===== src/logic/pecp_pkg.sv =====
// Package with the constants and carrier types of the print engine controller port.
package pecp_pkg;

    localparam int CLK_PERIOD_NS = 10;
    localparam int LINK_HALF_NS = 500;
    localparam int LINK_HALF_CYC = (LINK_HALF_NS + CLK_PERIOD_NS - 1) / CLK_PERIOD_NS;
    localparam logic [7:0] LINK_HALF_CNT = 8'(LINK_HALF_CYC - 1);
    localparam logic [2:0] WORD_LAST_BIT = 3'h7;

    localparam logic [7:0] REG_CTRL = 8'h00;
    localparam logic [7:0] REG_STATUS = 8'h04;
    localparam logic [7:0] REG_STAT_TX = 8'h08;
    localparam logic [7:0] REG_CMD_RX = 8'h0c;
    localparam logic [7:0] REG_LINE_PERIOD = 8'h10;
    localparam logic [7:0] REG_LINES_PAGE = 8'h14;
    localparam logic [7:0] REG_STEP_DIV = 8'h18;

    localparam int ST_PREFEED = 6;
    localparam int ST_START = 7;
    localparam int ST_CMD_VALID = 8;
    localparam int ST_TX_ABORT = 11;

    localparam logic [15:0] LINE_PERIOD_RST = 16'h03e8;
    localparam logic [15:0] LINES_PAGE_RST = 16'h0100;
    localparam logic [15:0] STEP_DIV_RST = 16'h2710;

    // Control register, bit 0 at the bottom.
    typedef struct packed {
        logic print_done;
        logic [1:0] cur_sel;
        logic exit_dir;
        logic exit_run;
        logic fault;
        logic standby;
        logic init_done;
        logic scanner_run;
        logic power_save;
        logic heater_on;
    } pecp_ctrl_t;

    localparam pecp_ctrl_t CTRL_RST = '0;

    typedef struct packed {
        logic tx_abort;
        logic print_active;
        logic tx_busy;
        logic cmd_valid;
        logic start_seen;
        logic prefeed_seen;
        logic cmd_busy;
        logic ctrl_ready;
        logic paper_at_exit;
        logic fan_fault;
        logic front_open;
        logic rear_open;
    } pecp_status_t;

    typedef struct packed {
        logic rear_open;
        logic front_open;
        logic fan_alarm;
        logic exit_n;
        logic prefeed_n;
        logic start_n;
        logic ctrl_power_ready_n_n;
        logic command_busy_n_n;
        logic cmd_n;
        logic lclk_n;
    } pecp_pins_t;

    localparam pecp_pins_t PINS_IDLE = 10'h07f;

    typedef enum logic [2:0] {TX_IDLE, TX_LEAD, TX_LOW, TX_HIGH, TX_TAIL} pecp_tx_t;

    typedef struct packed {
        pecp_pins_t s1;
        pecp_pins_t s2;
        pecp_pins_t prev;
        pecp_ctrl_t ctrl;
        logic [15:0] line_period;
        logic [15:0] lines_page;
        logic [15:0] step_div;
        logic [31:0] rdata;
        pecp_tx_t tx;
        logic [7:0] tx_word;
        logic [7:0] tx_sh;
        logic [2:0] tx_bit;
        logic [7:0] tx_cnt;
        logic tx_pend;
        logic tx_abort;
        logic [7:0] rx_sh;
        logic [7:0] rx_word;
        logic [2:0] rx_bit;
        logic cmd_valid;
        logic prefeed_seen;
        logic start_seen;
        logic print_active;
        logic [15:0] line_cnt;
        logic [15:0] page_cnt;
        logic [15:0] step_cnt;
        logic [1:0] step_idx;
        logic sta_n;
        logic status_busy_n_n;
        logic lclk_o;
        logic lclk_oe_n;
        logic rdy_n;
        logic engine_power_ready_n_n;
        logic page_n;
        logic line_n;
        logic sleep_n;
        logic heat_n;
    } pecp_state_t;

endpackage : pecp_pkg


===== src/logic/pecp_engine_port.sv =====
// Engine side of the print engine to controller port, with its register port.
//
// Implementation choices: the address-and-strobe port and the register addresses.
`timescale 1ns/1ps

module pecp_engine_port
    import pecp_pkg::*;
(
    input wire logic ref_clk,
    input wire logic nrst,
    input wire logic [7:0] reg_addr,
    input wire logic [31:0] reg_wdata,
    input wire logic reg_wr,
    input wire logic reg_rd,
    output logic [31:0] reg_rdata,
    input wire logic rear_cover_open,
    input wire logic front_cover_open,
    input wire logic fan_alarm,
    input wire logic exit_sensor_n,
    input wire logic prefeed_req_n,
    input wire logic start_req_n,
    input wire logic ctrl_power_ready_n,
    input wire logic command_busy_n,
    input wire logic command_n,
    input wire logic link_clock_n_i,
    output logic link_clock_n_o,
    output logic link_clock_n_oe_n,
    output logic engine_status_n,
    output logic status_busy_n,
    output logic ready_n,
    output logic engine_power_ready_n,
    output logic page_sync_n,
    output logic line_sync_n,
    output logic sleep_ctrl_n,
    output logic heater_on_n,
    output logic exit_step_phase_a,
    output logic exit_step_phase_b,
    output logic exit_step_phase_a_n,
    output logic exit_step_phase_b_n,
    output logic exit_current_sel_a,
    output logic exit_current_sel_b
);

    localparam pecp_state_t ST_RST = '{
        s1: PINS_IDLE, s2: PINS_IDLE, prev: PINS_IDLE, ctrl: CTRL_RST,
        line_period: LINE_PERIOD_RST, lines_page: LINES_PAGE_RST,
        step_div: STEP_DIV_RST, tx: TX_IDLE,
        sta_n: 1'b1, status_busy_n_n: 1'b1, lclk_o: 1'b1, lclk_oe_n: 1'b1, rdy_n: 1'b1,
        engine_power_ready_n_n: 1'b1, page_n: 1'b1, line_n: 1'b1, sleep_n: 1'b1, heat_n: 1'b1,
        default: '0
    };

    pecp_state_t st_q;
    pecp_state_t st_d;
    pecp_pins_t pins;
    pecp_status_t stat;
    logic engine_ok;
    logic [1:0] step_phase;
    logic rx_edge;
    logic link_ok;

    // Gives a falling edge of a synchronised active-low request.
    function automatic logic fell_edge(input logic prev_lvl, input logic now_lvl);
        fell_edge = prev_lvl & ~now_lvl;
    endfunction : fell_edge

    // Gray sequence for the two-phase full-step drive.
    function automatic logic [1:0] step_code(input logic [1:0] idx);
        step_code = idx ^ {1'b0, idx[1]};
    endfunction : step_code

    always_comb
    begin
        pins = '{rear_open: rear_cover_open, front_open: front_cover_open,
                 fan_alarm: fan_alarm, exit_n: exit_sensor_n, prefeed_n: prefeed_req_n,
                 start_n: start_req_n, ctrl_power_ready_n_n: ctrl_power_ready_n,
                 command_busy_n_n: command_busy_n, cmd_n: command_n, lclk_n: link_clock_n_i};
        st_d = st_q;
        st_d.s1 = pins;
        st_d.s2 = st_q.s1;
        st_d.prev = st_q.s2;
        st_d.ctrl.print_done = 1'b0;

        stat = '{tx_abort: st_q.tx_abort, print_active: st_q.print_active,
                 tx_busy: st_q.tx != TX_IDLE, cmd_valid: st_q.cmd_valid,
                 start_seen: st_q.start_seen, prefeed_seen: st_q.prefeed_seen,
                 cmd_busy: ~st_q.s2.command_busy_n_n, ctrl_ready: ~st_q.s2.ctrl_power_ready_n_n,
                 paper_at_exit: st_q.s2.exit_n,
                 fan_fault: st_q.s2.fan_alarm,
                 front_open: st_q.s2.front_open,
                 rear_open: st_q.s2.rear_open};

        // Software writes; a write-one clear loses against a same-cycle set below.
        if (reg_wr)
        begin
            unique case (reg_addr)
                REG_CTRL: st_d.ctrl = reg_wdata[$bits(pecp_ctrl_t)-1:0];
                REG_STATUS:
                begin
                    if (reg_wdata[ST_PREFEED]) st_d.prefeed_seen = 1'b0;
                    if (reg_wdata[ST_START]) st_d.start_seen = 1'b0;
                    if (reg_wdata[ST_CMD_VALID]) st_d.cmd_valid = 1'b0;
                    if (reg_wdata[ST_TX_ABORT]) st_d.tx_abort = 1'b0;
                end
                REG_STAT_TX:
                begin
                    if (!st_q.tx_pend)
                    begin
                        st_d.tx_word = reg_wdata[7:0];
                        st_d.tx_pend = 1'b1;
                    end
                end
                REG_LINE_PERIOD: st_d.line_period = reg_wdata[15:0];
                REG_LINES_PAGE: st_d.lines_page = reg_wdata[15:0];
                REG_STEP_DIV: st_d.step_div = reg_wdata[15:0];
                default: ;
            endcase
        end
        if (st_d.ctrl.print_done)
            st_d.print_active = 1'b0;

        st_d.rdata = '0;
        if (reg_rd)
        begin
            unique case (reg_addr)
                REG_CTRL: st_d.rdata = 32'({1'b0, st_q.ctrl[$bits(pecp_ctrl_t)-2:0]});
                REG_STATUS: st_d.rdata = 32'(stat);
                REG_STAT_TX: st_d.rdata = 32'(st_q.tx_word);
                REG_CMD_RX: st_d.rdata = 32'(st_q.rx_word);
                REG_LINE_PERIOD: st_d.rdata = 32'(st_q.line_period);
                REG_LINES_PAGE: st_d.rdata = 32'(st_q.lines_page);
                REG_STEP_DIV: st_d.rdata = 32'(st_q.step_div);
                default: st_d.rdata = '0;
            endcase
        end

        // Any interlock, fan alarm or software fault pulls power ready high.
        engine_ok = st_q.ctrl.init_done & ~st_q.ctrl.fault & ~st_q.s2.rear_open
                    & ~st_q.s2.front_open & ~st_q.s2.fan_alarm;
        st_d.engine_power_ready_n_n = ~engine_ok;
        st_d.rdy_n = ~(engine_ok & st_q.ctrl.standby & ~st_q.ctrl.power_save
                       & ~st_d.print_active);
        st_d.sleep_n = ~st_q.ctrl.power_save;
        st_d.heat_n = ~(st_q.ctrl.heater_on & ~st_q.s2.rear_open
                        & ~st_q.s2.front_open);

        if (fell_edge(st_q.prev.start_n, st_q.s2.start_n) && !st_q.rdy_n)
        begin
            st_d.print_active = 1'b1;
            st_d.start_seen = 1'b1;
            st_d.rdy_n = 1'b1;
        end
        if (fell_edge(st_q.prev.prefeed_n, st_q.s2.prefeed_n) && !st_q.rdy_n)
            st_d.prefeed_seen = 1'b1;

        // Command receive: sample on the rising edge of the controller's clock.
        rx_edge = ~st_q.prev.lclk_n & st_q.s2.lclk_n;
        if (st_q.s2.command_busy_n_n || st_q.tx != TX_IDLE)
            st_d.rx_bit = '0;
        else if (rx_edge)
        begin
            st_d.rx_sh = {st_q.rx_sh[6:0], ~st_q.s2.cmd_n};
            st_d.rx_bit = st_q.rx_bit + 3'h1;
            if (st_q.rx_bit == WORD_LAST_BIT)
            begin
                st_d.rx_word = {st_q.rx_sh[6:0], ~st_q.s2.cmd_n};
                st_d.cmd_valid = 1'b1;
            end
        end

        // Status transmit: busy low, then eight clocked bits, then release.
        link_ok = st_q.s2.command_busy_n_n & ~st_q.s2.ctrl_power_ready_n_n;
        if (st_q.tx_cnt != '0)
            st_d.tx_cnt = st_q.tx_cnt - 8'h01;
        if (st_q.tx != TX_IDLE && !link_ok)
        begin
            st_d.tx = TX_IDLE;
            st_d.status_busy_n_n = 1'b1;
            st_d.lclk_oe_n = 1'b1;
            st_d.lclk_o = 1'b1;
            st_d.sta_n = 1'b1;
            st_d.tx_pend = 1'b0;
            st_d.tx_abort = 1'b1;
        end
        else
        begin
            unique case (st_q.tx)
                TX_IDLE:
                begin
                    if (st_q.tx_pend && link_ok && !st_q.rx_bit[0] && st_q.rx_bit == '0)
                    begin
                        st_d.tx = TX_LEAD;
                        st_d.status_busy_n_n = 1'b0;
                        st_d.tx_sh = st_q.tx_word;
                        st_d.tx_bit = '0;
                        st_d.tx_cnt = LINK_HALF_CNT;
                    end
                end
                TX_LEAD, TX_HIGH:
                begin
                    if (st_q.tx_cnt == '0)
                    begin
                        if (st_q.tx == TX_HIGH && st_q.tx_bit == WORD_LAST_BIT)
                        begin
                            st_d.tx = TX_TAIL;
                            st_d.lclk_oe_n = 1'b1;
                            st_d.sta_n = 1'b1;
                        end
                        else
                        begin
                            st_d.tx = TX_LOW;
                            st_d.lclk_oe_n = 1'b0;
                            st_d.lclk_o = 1'b0;
                            st_d.sta_n = ~((st_q.tx == TX_HIGH) ? st_q.tx_sh[6]
                                           : st_q.tx_sh[7]);
                            if (st_q.tx == TX_HIGH)
                            begin
                                st_d.tx_sh = {st_q.tx_sh[6:0], 1'b0};
                                st_d.tx_bit = st_q.tx_bit + 3'h1;
                            end
                        end
                        st_d.tx_cnt = LINK_HALF_CNT;
                    end
                end
                TX_LOW:
                begin
                    if (st_q.tx_cnt == '0)
                    begin
                        st_d.tx = TX_HIGH;
                        st_d.lclk_o = 1'b1;
                        st_d.tx_cnt = LINK_HALF_CNT;
                    end
                end
                TX_TAIL:
                begin
                    if (st_q.tx_cnt == '0)
                    begin
                        st_d.tx = TX_IDLE;
                        st_d.status_busy_n_n = 1'b1;
                        st_d.tx_pend = 1'b0;
                    end
                end
            endcase
        end

        // Line and page sync pacing while the scanner motor turns.
        st_d.line_n = 1'b1;
        st_d.page_n = 1'b1;
        if (!st_q.ctrl.scanner_run)
        begin
            st_d.line_cnt = '0;
            st_d.page_cnt = '0;
        end
        else if (st_q.line_cnt >= st_q.line_period - 16'h0001)
        begin
            st_d.line_cnt = '0;
            st_d.line_n = 1'b0;
            if (st_q.page_cnt == '0)
                st_d.page_n = 1'b0;
            st_d.page_cnt = (st_q.page_cnt >= st_q.lines_page - 16'h0001) ? '0
                            : st_q.page_cnt + 16'h0001;
        end
        else
            st_d.line_cnt = st_q.line_cnt + 16'h0001;

        // Exit stepper: one step per divider period, direction from control.
        if (!st_q.ctrl.exit_run)
            st_d.step_cnt = st_q.step_div;
        else if (st_q.step_cnt == '0)
        begin
            st_d.step_cnt = st_q.step_div;
            st_d.step_idx = st_q.ctrl.exit_dir ? st_q.step_idx - 2'h1
                            : st_q.step_idx + 2'h1;
        end
        else
            st_d.step_cnt = st_q.step_cnt - 16'h0001;
    end

    always_ff @(posedge ref_clk or negedge nrst)
    begin
        if (!nrst)
            st_q <= ST_RST;
        else
            st_q <= st_d;
    end

    assign reg_rdata = st_q.rdata;
    assign link_clock_n_o = st_q.lclk_o;
    assign link_clock_n_oe_n = st_q.lclk_oe_n;
    assign engine_status_n = st_q.sta_n;
    assign status_busy_n = st_q.status_busy_n_n;
    assign ready_n = st_q.rdy_n;
    assign engine_power_ready_n = st_q.engine_power_ready_n_n;
    assign page_sync_n = st_q.page_n;
    assign line_sync_n = st_q.line_n;
    assign sleep_ctrl_n = st_q.sleep_n;
    assign heater_on_n = st_q.heat_n;
    assign step_phase = step_code(st_q.step_idx);
    assign exit_step_phase_a = step_phase[1];
    assign exit_step_phase_b = step_phase[0];
    assign exit_step_phase_a_n = ~step_phase[1];
    assign exit_step_phase_b_n = ~step_phase[0];
    assign exit_current_sel_a = st_q.ctrl.cur_sel[0];
    assign exit_current_sel_b = st_q.ctrl.cur_sel[1];
endmodule : pecp_engine_port


===== config.mk =====
export PLATFORM = sky130hd
export DESIGN_NAME = pecp_engine_port
export DESIGN_NICKNAME = d
export VERILOG_FILES = /design/src/logic/pecp_pkg.sv /design/src/logic/pecp_engine_port.sv
export SDC_FILE = /design/constraint.sdc
export NUM_CORES = 1
export LEC_CHECK = 0
export ABC_AREA = 1
export BUFFER_PORTS_ARGS = -buffer_cell sky130_fd_sc_hd__buf_2
export CORE_MARGIN = 10
export CORE_UTILIZATION = 56
export CTS_CLUSTER_SIZE = 14
export DETAILED_ROUTE_END_ITERATION = 10
export MAX_ROUTING_LAYER = met4
export PLACE_DENSITY = 0.8
export RECOVER_POWER = 25
export SETUP_SLACK_MARGIN = 0.4
export SLEW_MARGIN = 20
export SYNTH_ARGS = -nofsm -noshare
export SYNTH_HDL_FRONTEND = slang
export SYNTH_SLANG_ARGS = --single-unit

===== constraint.sdc =====
create_clock -name ref_clk -period 5.01 [get_ports ref_clk]
set_input_delay 0.501 -clock ref_clk [delete_from_list [all_inputs] [get_ports ref_clk]]
set_output_delay 0.501 -clock ref_clk [all_outputs]
set_load 0.01 [all_outputs]

==> flow_metrics.env, run 1 <==
export IMPL_path_clk_slew_ns=0.06
export IMPL_yosysTopAreaCell="dfrtp_1"
export IMPL_seq_area_frac_synth_pct=46.7
export IMPL_syn2layout_area_growth_pct=10.2
export IMPL_cap_viol_max_count=1
export IMPL_fin_skew_ns=0.00984
export IMPL_final_max_slew_viol_count=112
export IMPL_status="complete, but fails checks"
export IMPL_multi_input_area_sq_um=5010
export IMPL_ys_types=50
export IMPL_tritoncts="yes"
export IMPL_hold_violations=0
export IMPL_largest_reg_flops=163
export IMPL_htree_levels=1
export IMPL_post_route_period_util_pct=69.5
export IMPL_worstMarginPinSlew_ns=2.79
export IMPL_grt_first_pass_wirelength_um=46200
export IMPL_syn_area_sq_um=11400
export IMPL_antenna_found_initial=1
export IMPL_layout_nets=1556
export IMPL_cp_required_ns=5.47
export IMPL_root_buffer="clkbuf_16"
export IMPL_fin_tns_setup_ns=0
export IMPL_syn_avg_cell_area_sq_um=8.11
export IMPL_viasPerCell=5.45
export IMPL_clkLatencyLatePin_ns=0.51
export IMPL_fin_cells=1744
export IMPL_violations="capacitance limit, slew limit"
export IMPL_yosysWarningCount=0
export IMPL_setup_viol=0
export IMPL_layout_drive_gt1_share_pct=13.8
export IMPL_yosysTopAreaCellShare_pct=37.7
export IMPL_p_sw_w=0.00143
export IMPL_dieHeight_um=163
export IMPL_cts_sinks=211
export IMPL_p_sw_share_pct=30.5
export IMPL_p_leak_nw=6.33
export IMPL_cts_setup_buffers=0
export IMPL_mostFrequentLayoutCells="333 x nand2_1, 175 x inv_1, 172 x dfrtp_1, 142 x nor2_1, 116 x o21ai_0"
export IMPL_drc=0
export IMPL_layout_commonest_cell="nand2_1"
export IMPL_synth_area_top_cells="dfrtp_1 38%, nand2_1 11%, dfstp_2 9.0%"
export IMPL_wl_um=28400
export IMPL_grt_util_all_layers_pct=21.9
export IMPL_synth_edff_count=0
export IMPL_die_x_um=163
export IMPL_worstSetupPathType="flip-flop to flip-flop"
export IMPL_end_kind="flip-flop"
export IMPL_rows=52
export IMPL_via_count=9504
export IMPL_synth_ff_type="dfrtp_1"
export IMPL_antenna_left=0
export IMPL_clock_path_buffers=3
export IMPL_top_register="st_q"
export IMPL_cts_resized=0
export IMPL_ir_drop_mv=0.327
export IMPL_slew_headroom_pct=-85.9
export IMPL_cts_made_buffers=23
export IMPL_globalplace_congestion=0.961
export IMPL_fin_hold_ws_ns=0.0852
export IMPL_synth_seq_cells=211
export IMPL_powerDensity_nw_per_um2=374
export IMPL_critPathLaunchType="flip-flop"
export IMPL_crit_arrival_ns=3.94
export IMPL_num_fill_cells=1684
export IMPL_hp_class="input port to flip-flop"
export IMPL_clkPwrFrac_pct=38.7
export IMPL_pwr_share_seq_pct=41.5
export IMPL_place_inst=1701
export IMPL_drt_iter0_drc=765
export IMPL_grt_max_degree=112
export IMPL_fin_util_pct=62.5
export IMPL_synth_async_reset_ratio_pct=100
export IMPL_place_hpwl_um=20500
export IMPL_ctsHoldBuffers=0
export IMPL_fmax_ghz=0.287
export IMPL_p_comb_share_pct=19.8
export IMPL_dieArea_sq_um=26500
export IMPL_cp_max_fo=17
export IMPL_io_buffers=69
export IMPL_grt_overflow=0
export IMPL_syn_inst=1406
export IMPL_rsz0062_at_grt="false"
export IMPL_wl_per_cell_um=16.3
export IMPL_fin_crit_ns=3.48
export IMPL_initial_core_util_pct=56.7
export IMPL_p_int_w=0.00327
export IMPL_drt_first_pass_iters=6
export IMPL_core_area_sq_um=20100
export IMPL_ios=102
export IMPL_seqCellArea_sq_um=5330
export IMPL_grt_pass1_vias=9143
==> kinds of logic (layout without fill, tap and decap cells) <==
family	count (synthesis)	in the layout	share of synthesized area, %
AO/OA/AOI/OAI	211	211	10.1
XOR/XNOR	53	53	4.07
adder cells (fa/ha/maj)	46	46	5.05
buffers and inverters	250	302	9.84
flip-flops	211	211	46.7
multiplexers	1	1	0.0987
other	1	17	0.0329
AND/OR/NAND/NOR	633	633	24.1
==> layer usage <==
layer / wire length (um) / vias to the layer above / track usage (%)
met3: 2260 / 69 / 3.79
li1: - / 4566 / -
met1: 12100 / 4486 / 28.5
met2: 13100 / 383 / 34.1
met4: 963 / 0 / 7.25
met5: 0 / - / -
==> synthesized netlist by cell type, types with 15 or more instances <==
library cell  instances
xor2_1               39
nor3_1               19
inv_1               175
a21oi_1              42
o21ai_1              23
nor2_1              142
buf_4                35
buf_2                15
nand4_1              30
ha_1                 46
dfrtp_1             172
nand3_1              75
o21ai_0             116
nand2_1             333
dfstp_2              39
==> final timing paths <==
| check | endpoint | startpoint | depth (start not counted) | slack [ns] |
|---|---|---|---|---|
| setup / recovery | st_q[43] | st_q[180] | 17 | 1.53 |
| hold / removal | st_d[221] | prefeed_req_n | 1 | 0.09 |
| setup reg to reg | st_q[43] | st_q[180] | 17 | 1.53 |
| hold reg to reg | st_d[213] | st_d[223] | 0 | 0.35 |
| max in group asynchronous | st_q[77] | nrst | 2 | 2.27 |
| min in group asynchronous | st_q[38] | nrst | 1 | 0.85 |
==> through the flow <==
stage	power (W)	instance area, sq um	setup slack [ns]
floorplan	0.00265	11500	2.31
global placement	0.00285	11800	1.63
detailed placement	0.00289	11800	1.54
CTS	0.00472	12600	1.49
global route	0.00493	12600	1.13
finish	0.00470	12600	1.53
==> final cells by class <==
class	count	share of cell area, %
Tap cell	270	2.69
Antenna cell	1	0.0199
Clock inverter	13	1.42
Inverter	188	5.63
Timing Repair Buffer	72	2.93
Clock buffer	29	5.08
Multi-Input combinational cell	960	39.8
Sequential cell	211	42.4
==> power groups by stage <==
stage | sequential, W | combinational [W] | clock (W)
3_5_place_dp | 0.00198 | 0.000917 | 0
2_1_floorplan | 0.00195 | 0.000696 | 0
4_1_cts | 0.00195 | 0.000934 | 0.00183
3_3_place_gp | 0.00197 | 0.000876 | 0
6_report | 0.00195 | 0.000931 | 0.00182
5_1_grt | 0.00197 | 0.00106 | 0.00190
==> critical path: stages (launching register included) <==
cell	delay (ns)
dfrtp_1	0.40
inv_1	0.13
ha_1	0.20
nand2_1	0.09
nor3_1	0.33
nand2_1	0.14
nor2_1	0.17
nand2_1	0.10
xor2_1	0.17
inv_1	0.06
ha_1	0.27
nand4_1	0.09
nor2_1	0.06
nand2_1	0.45
nand3_2	0.44
inv_1	0.20
nand2_1	0.06
nand2_1	0.07
Power figures use the tool's default switching activity.
==> run 2, diff against run 1 <==
clock period = 3.3 ns   (was 5.01 ns; I/O delays follow)
==> run 2 against run 1 <==
Against the previous run:
- the run still ends with capacitance limit, slew limit left
- non-clock buffer count rose by 29
- total power up 55%
- global-route usage up 0.18 points
- sequential power is 52% higher
- die area is the same
- via count grew 0.61%
- hold slack better by 0.067 ns
- design area increased by 3.8%
- clock power rose by 54%
==> flow_metrics.env, run 2 (same netlist as run 1, synthesis figures left out) <==
export IMPL_status="complete, but fails checks"
export IMPL_violations="capacitance limit, slew limit"
export IMPL_crit_arrival_ns=3.18
export IMPL_initial_core_util_pct=56.7
export IMPL_globalplace_congestion=0.984
export IMPL_layout_nets=1586
export IMPL_fmax_ghz=0.359
export IMPL_layout_commonest_cell="nand2_1"
export IMPL_p_comb_share_pct=20.5
export IMPL_pwr_share_seq_pct=40.8
export IMPL_rsz0062_at_grt="false"
export IMPL_worstSetupPathType="flip-flop to flip-flop"
export IMPL_grt_pass1_vias=9141
export IMPL_cp_required_ns=3.69
export IMPL_cts_made_buffers=24
export IMPL_cts_sinks=211
export IMPL_setup_ws_ns=0.516
export IMPL_seqCellArea_sq_um=5330
export IMPL_dieArea_sq_um=26500
export IMPL_cp_max_fo=11
export IMPL_fin_skew_ns=0.0227
export IMPL_mostFrequentLayoutCells="326 x nand2_1, 172 x dfrtp_1, 171 x inv_1, 135 x nor2_1, 108 x o21ai_0"
export IMPL_syn2layout_area_growth_pct=14.4
export IMPL_num_fill_cells=1595
export IMPL_fin_area_sq_um=13000
export IMPL_top_register="st_q"
export IMPL_hold_violations=0
export IMPL_worst_path_buf_inv=4
export IMPL_die_x_um=163
export IMPL_core_area_sq_um=20100
export IMPL_powerDensity_nw_per_um2=558
export IMPL_ir_drop_mv=0.413
export IMPL_layout_drive_gt1_share_pct=16.4
export IMPL_setup_viol=0
export IMPL_clkLatencyLatePin_ns=0.53
export IMPL_clkPwrFrac_pct=38.7
export IMPL_post_route_period_util_pct=84.4
export IMPL_cp_cell_sequence="inv_2 -> ha_4 -> inv_1 -> nor2_2 -> nand2_2 -> nor2_4 -> nand2_1 -> nor2_1 -> xor2_1 -> inv_1 -> ha_4 -> nand4_1 -> a21oi_2 -> nor2_4 -> buf_12 -> nand3_1 -> o21ai_0"
export IMPL_rows=52
export IMPL_drc=0
export IMPL_slowest_stage="dfrtp_1"
export IMPL_grt_first_pass_wirelength_um=46600
export IMPL_hp_class="input port to flip-flop"
export IMPL_fin_crit_ns=2.78
export IMPL_via_count=9562
export IMPL_ios=102
export IMPL_p_int_w=0.00504
export IMPL_place_inst=1710
export IMPL_antenna_found_initial=0
export IMPL_tritoncts="yes"
export IMPL_dieHeight_um=163
export IMPL_worstMarginPinSlew_ns=2.25
export IMPL_htree_levels=1
export IMPL_fin_tns_setup_ns=0
export IMPL_critPathLaunchType="flip-flop"
export IMPL_p_leak_nw=6.54
export IMPL_place_hpwl_um=20700
export IMPL_grt_max_degree=91
export IMPL_cp_top_family="simple AND/OR/NAND/NOR gates"
export IMPL_drt_first_pass_iters=5
export IMPL_fin_cells=1774
export IMPL_antenna_left=0
export IMPL_drt_iter0_drc=774
export IMPL_p_total_w=0.00727
export IMPL_dpl_cell_area_sq_um=11800
export IMPL_largest_reg_flops=163
export IMPL_grt_overflow=0
export IMPL_clock_path_buffers=3
export IMPL_cap_viol_max_count=1
export IMPL_p_sw_share_pct=30.7
export IMPL_wl_um=29200
export IMPL_path_clk_slew_ns=0.06
export IMPL_root_buffer="clkbuf_16"
export IMPL_cpPeakStageDelay_ns=0.42
export IMPL_slew_headroom_pct=-49.8
export IMPL_multi_input_area_sq_um=5160
export IMPL_end_kind="flip-flop"
export IMPL_grt_util_all_layers_pct=22.0
export IMPL_diodes=0
export IMPL_viasPerCell=5.39
export IMPL_place_ws_ns=0.0396
export IMPL_wl_per_cell_um=16.5
export IMPL_io_buffers=69
export IMPL_final_max_slew_viol_count=90
export IMPL_p_sw_w=0.00223
==> run 2: area by class of cell <==
cell class              instances  share of cell area (%)
repair buffers                101                    5.12
clock buffers                  31                    4.96
clock inverters                13                    1.46
well taps                     270                    2.59
flip-flops and latches        211                    40.9
inverters                     188                    5.43
multi-input cells             960                    39.6
==> run 2: power by group through the flow <==
stage,registers [W],clock network (W),logic (W)
floorplan,0.00296,0,0.00106
global placement,0.00299,0,0.00135
detailed placement,0.00300,0,0.00141
CTS,0.00296,0.00285,0.00144
global route,0.00299,0.00296,0.00169
finish,0.00297,0.00281,0.00149
==> run 2: tightest hold or removal path, cell delays in order <==
cell	delay (ns)
buf_2	0.08
inv_1	0.09
o21ai_1	0.14
==> run 2: path summary, 6_finish.rpt <==
path	start	end	slack [ns]	cells after the start
worst max register to register	st_q[163]	st_q[31]	0.52	17
min in group asynchronous	nrst	st_q[38]	1.00	2
max in group asynchronous	nrst	st_q[206]	0.87	3
worst min register to register	st_d[222]	st_d[212]	0.35	0
worst max-delay path	st_q[163]	st_q[31]	0.52	17
worst min-delay path	reg_wdata[14]	st_q[193]	0.15	3
==> run 2: what timing repair did <==
action,in CTS,in global routing
setup endpoints to repair,19,34
gates resized for setup,6,45
endpoints found under the hold margin,86,0
buffers inserted,0,8
pin swaps,0,14
hold buffers,11,0
cloned,0,1
==> run 2: metrics by stage <==
step | hold WS (ns) | util, %
3_5_place_dp | 0.335 | 58.9
4_1_cts | 0.135 | 63.7
2_1_floorplan | 0.0344 | -
5_1_grt | 0.154 | 64.9
6_report | 0.152 | 64.9
3_3_place_gp | 0.331 | 58.9
==> run 2: per-layer routing <==
layer / vias to the layer above / global-route usage [%] / wire [um]
met5: - / - / 0
met4: 0 / 7.09 / 811
met3: 72 / 3.97 / 2210
met2: 382 / 34.3 / 13700
met1: 4492 / 28.7 / 12500
li1: 4616 / - / -
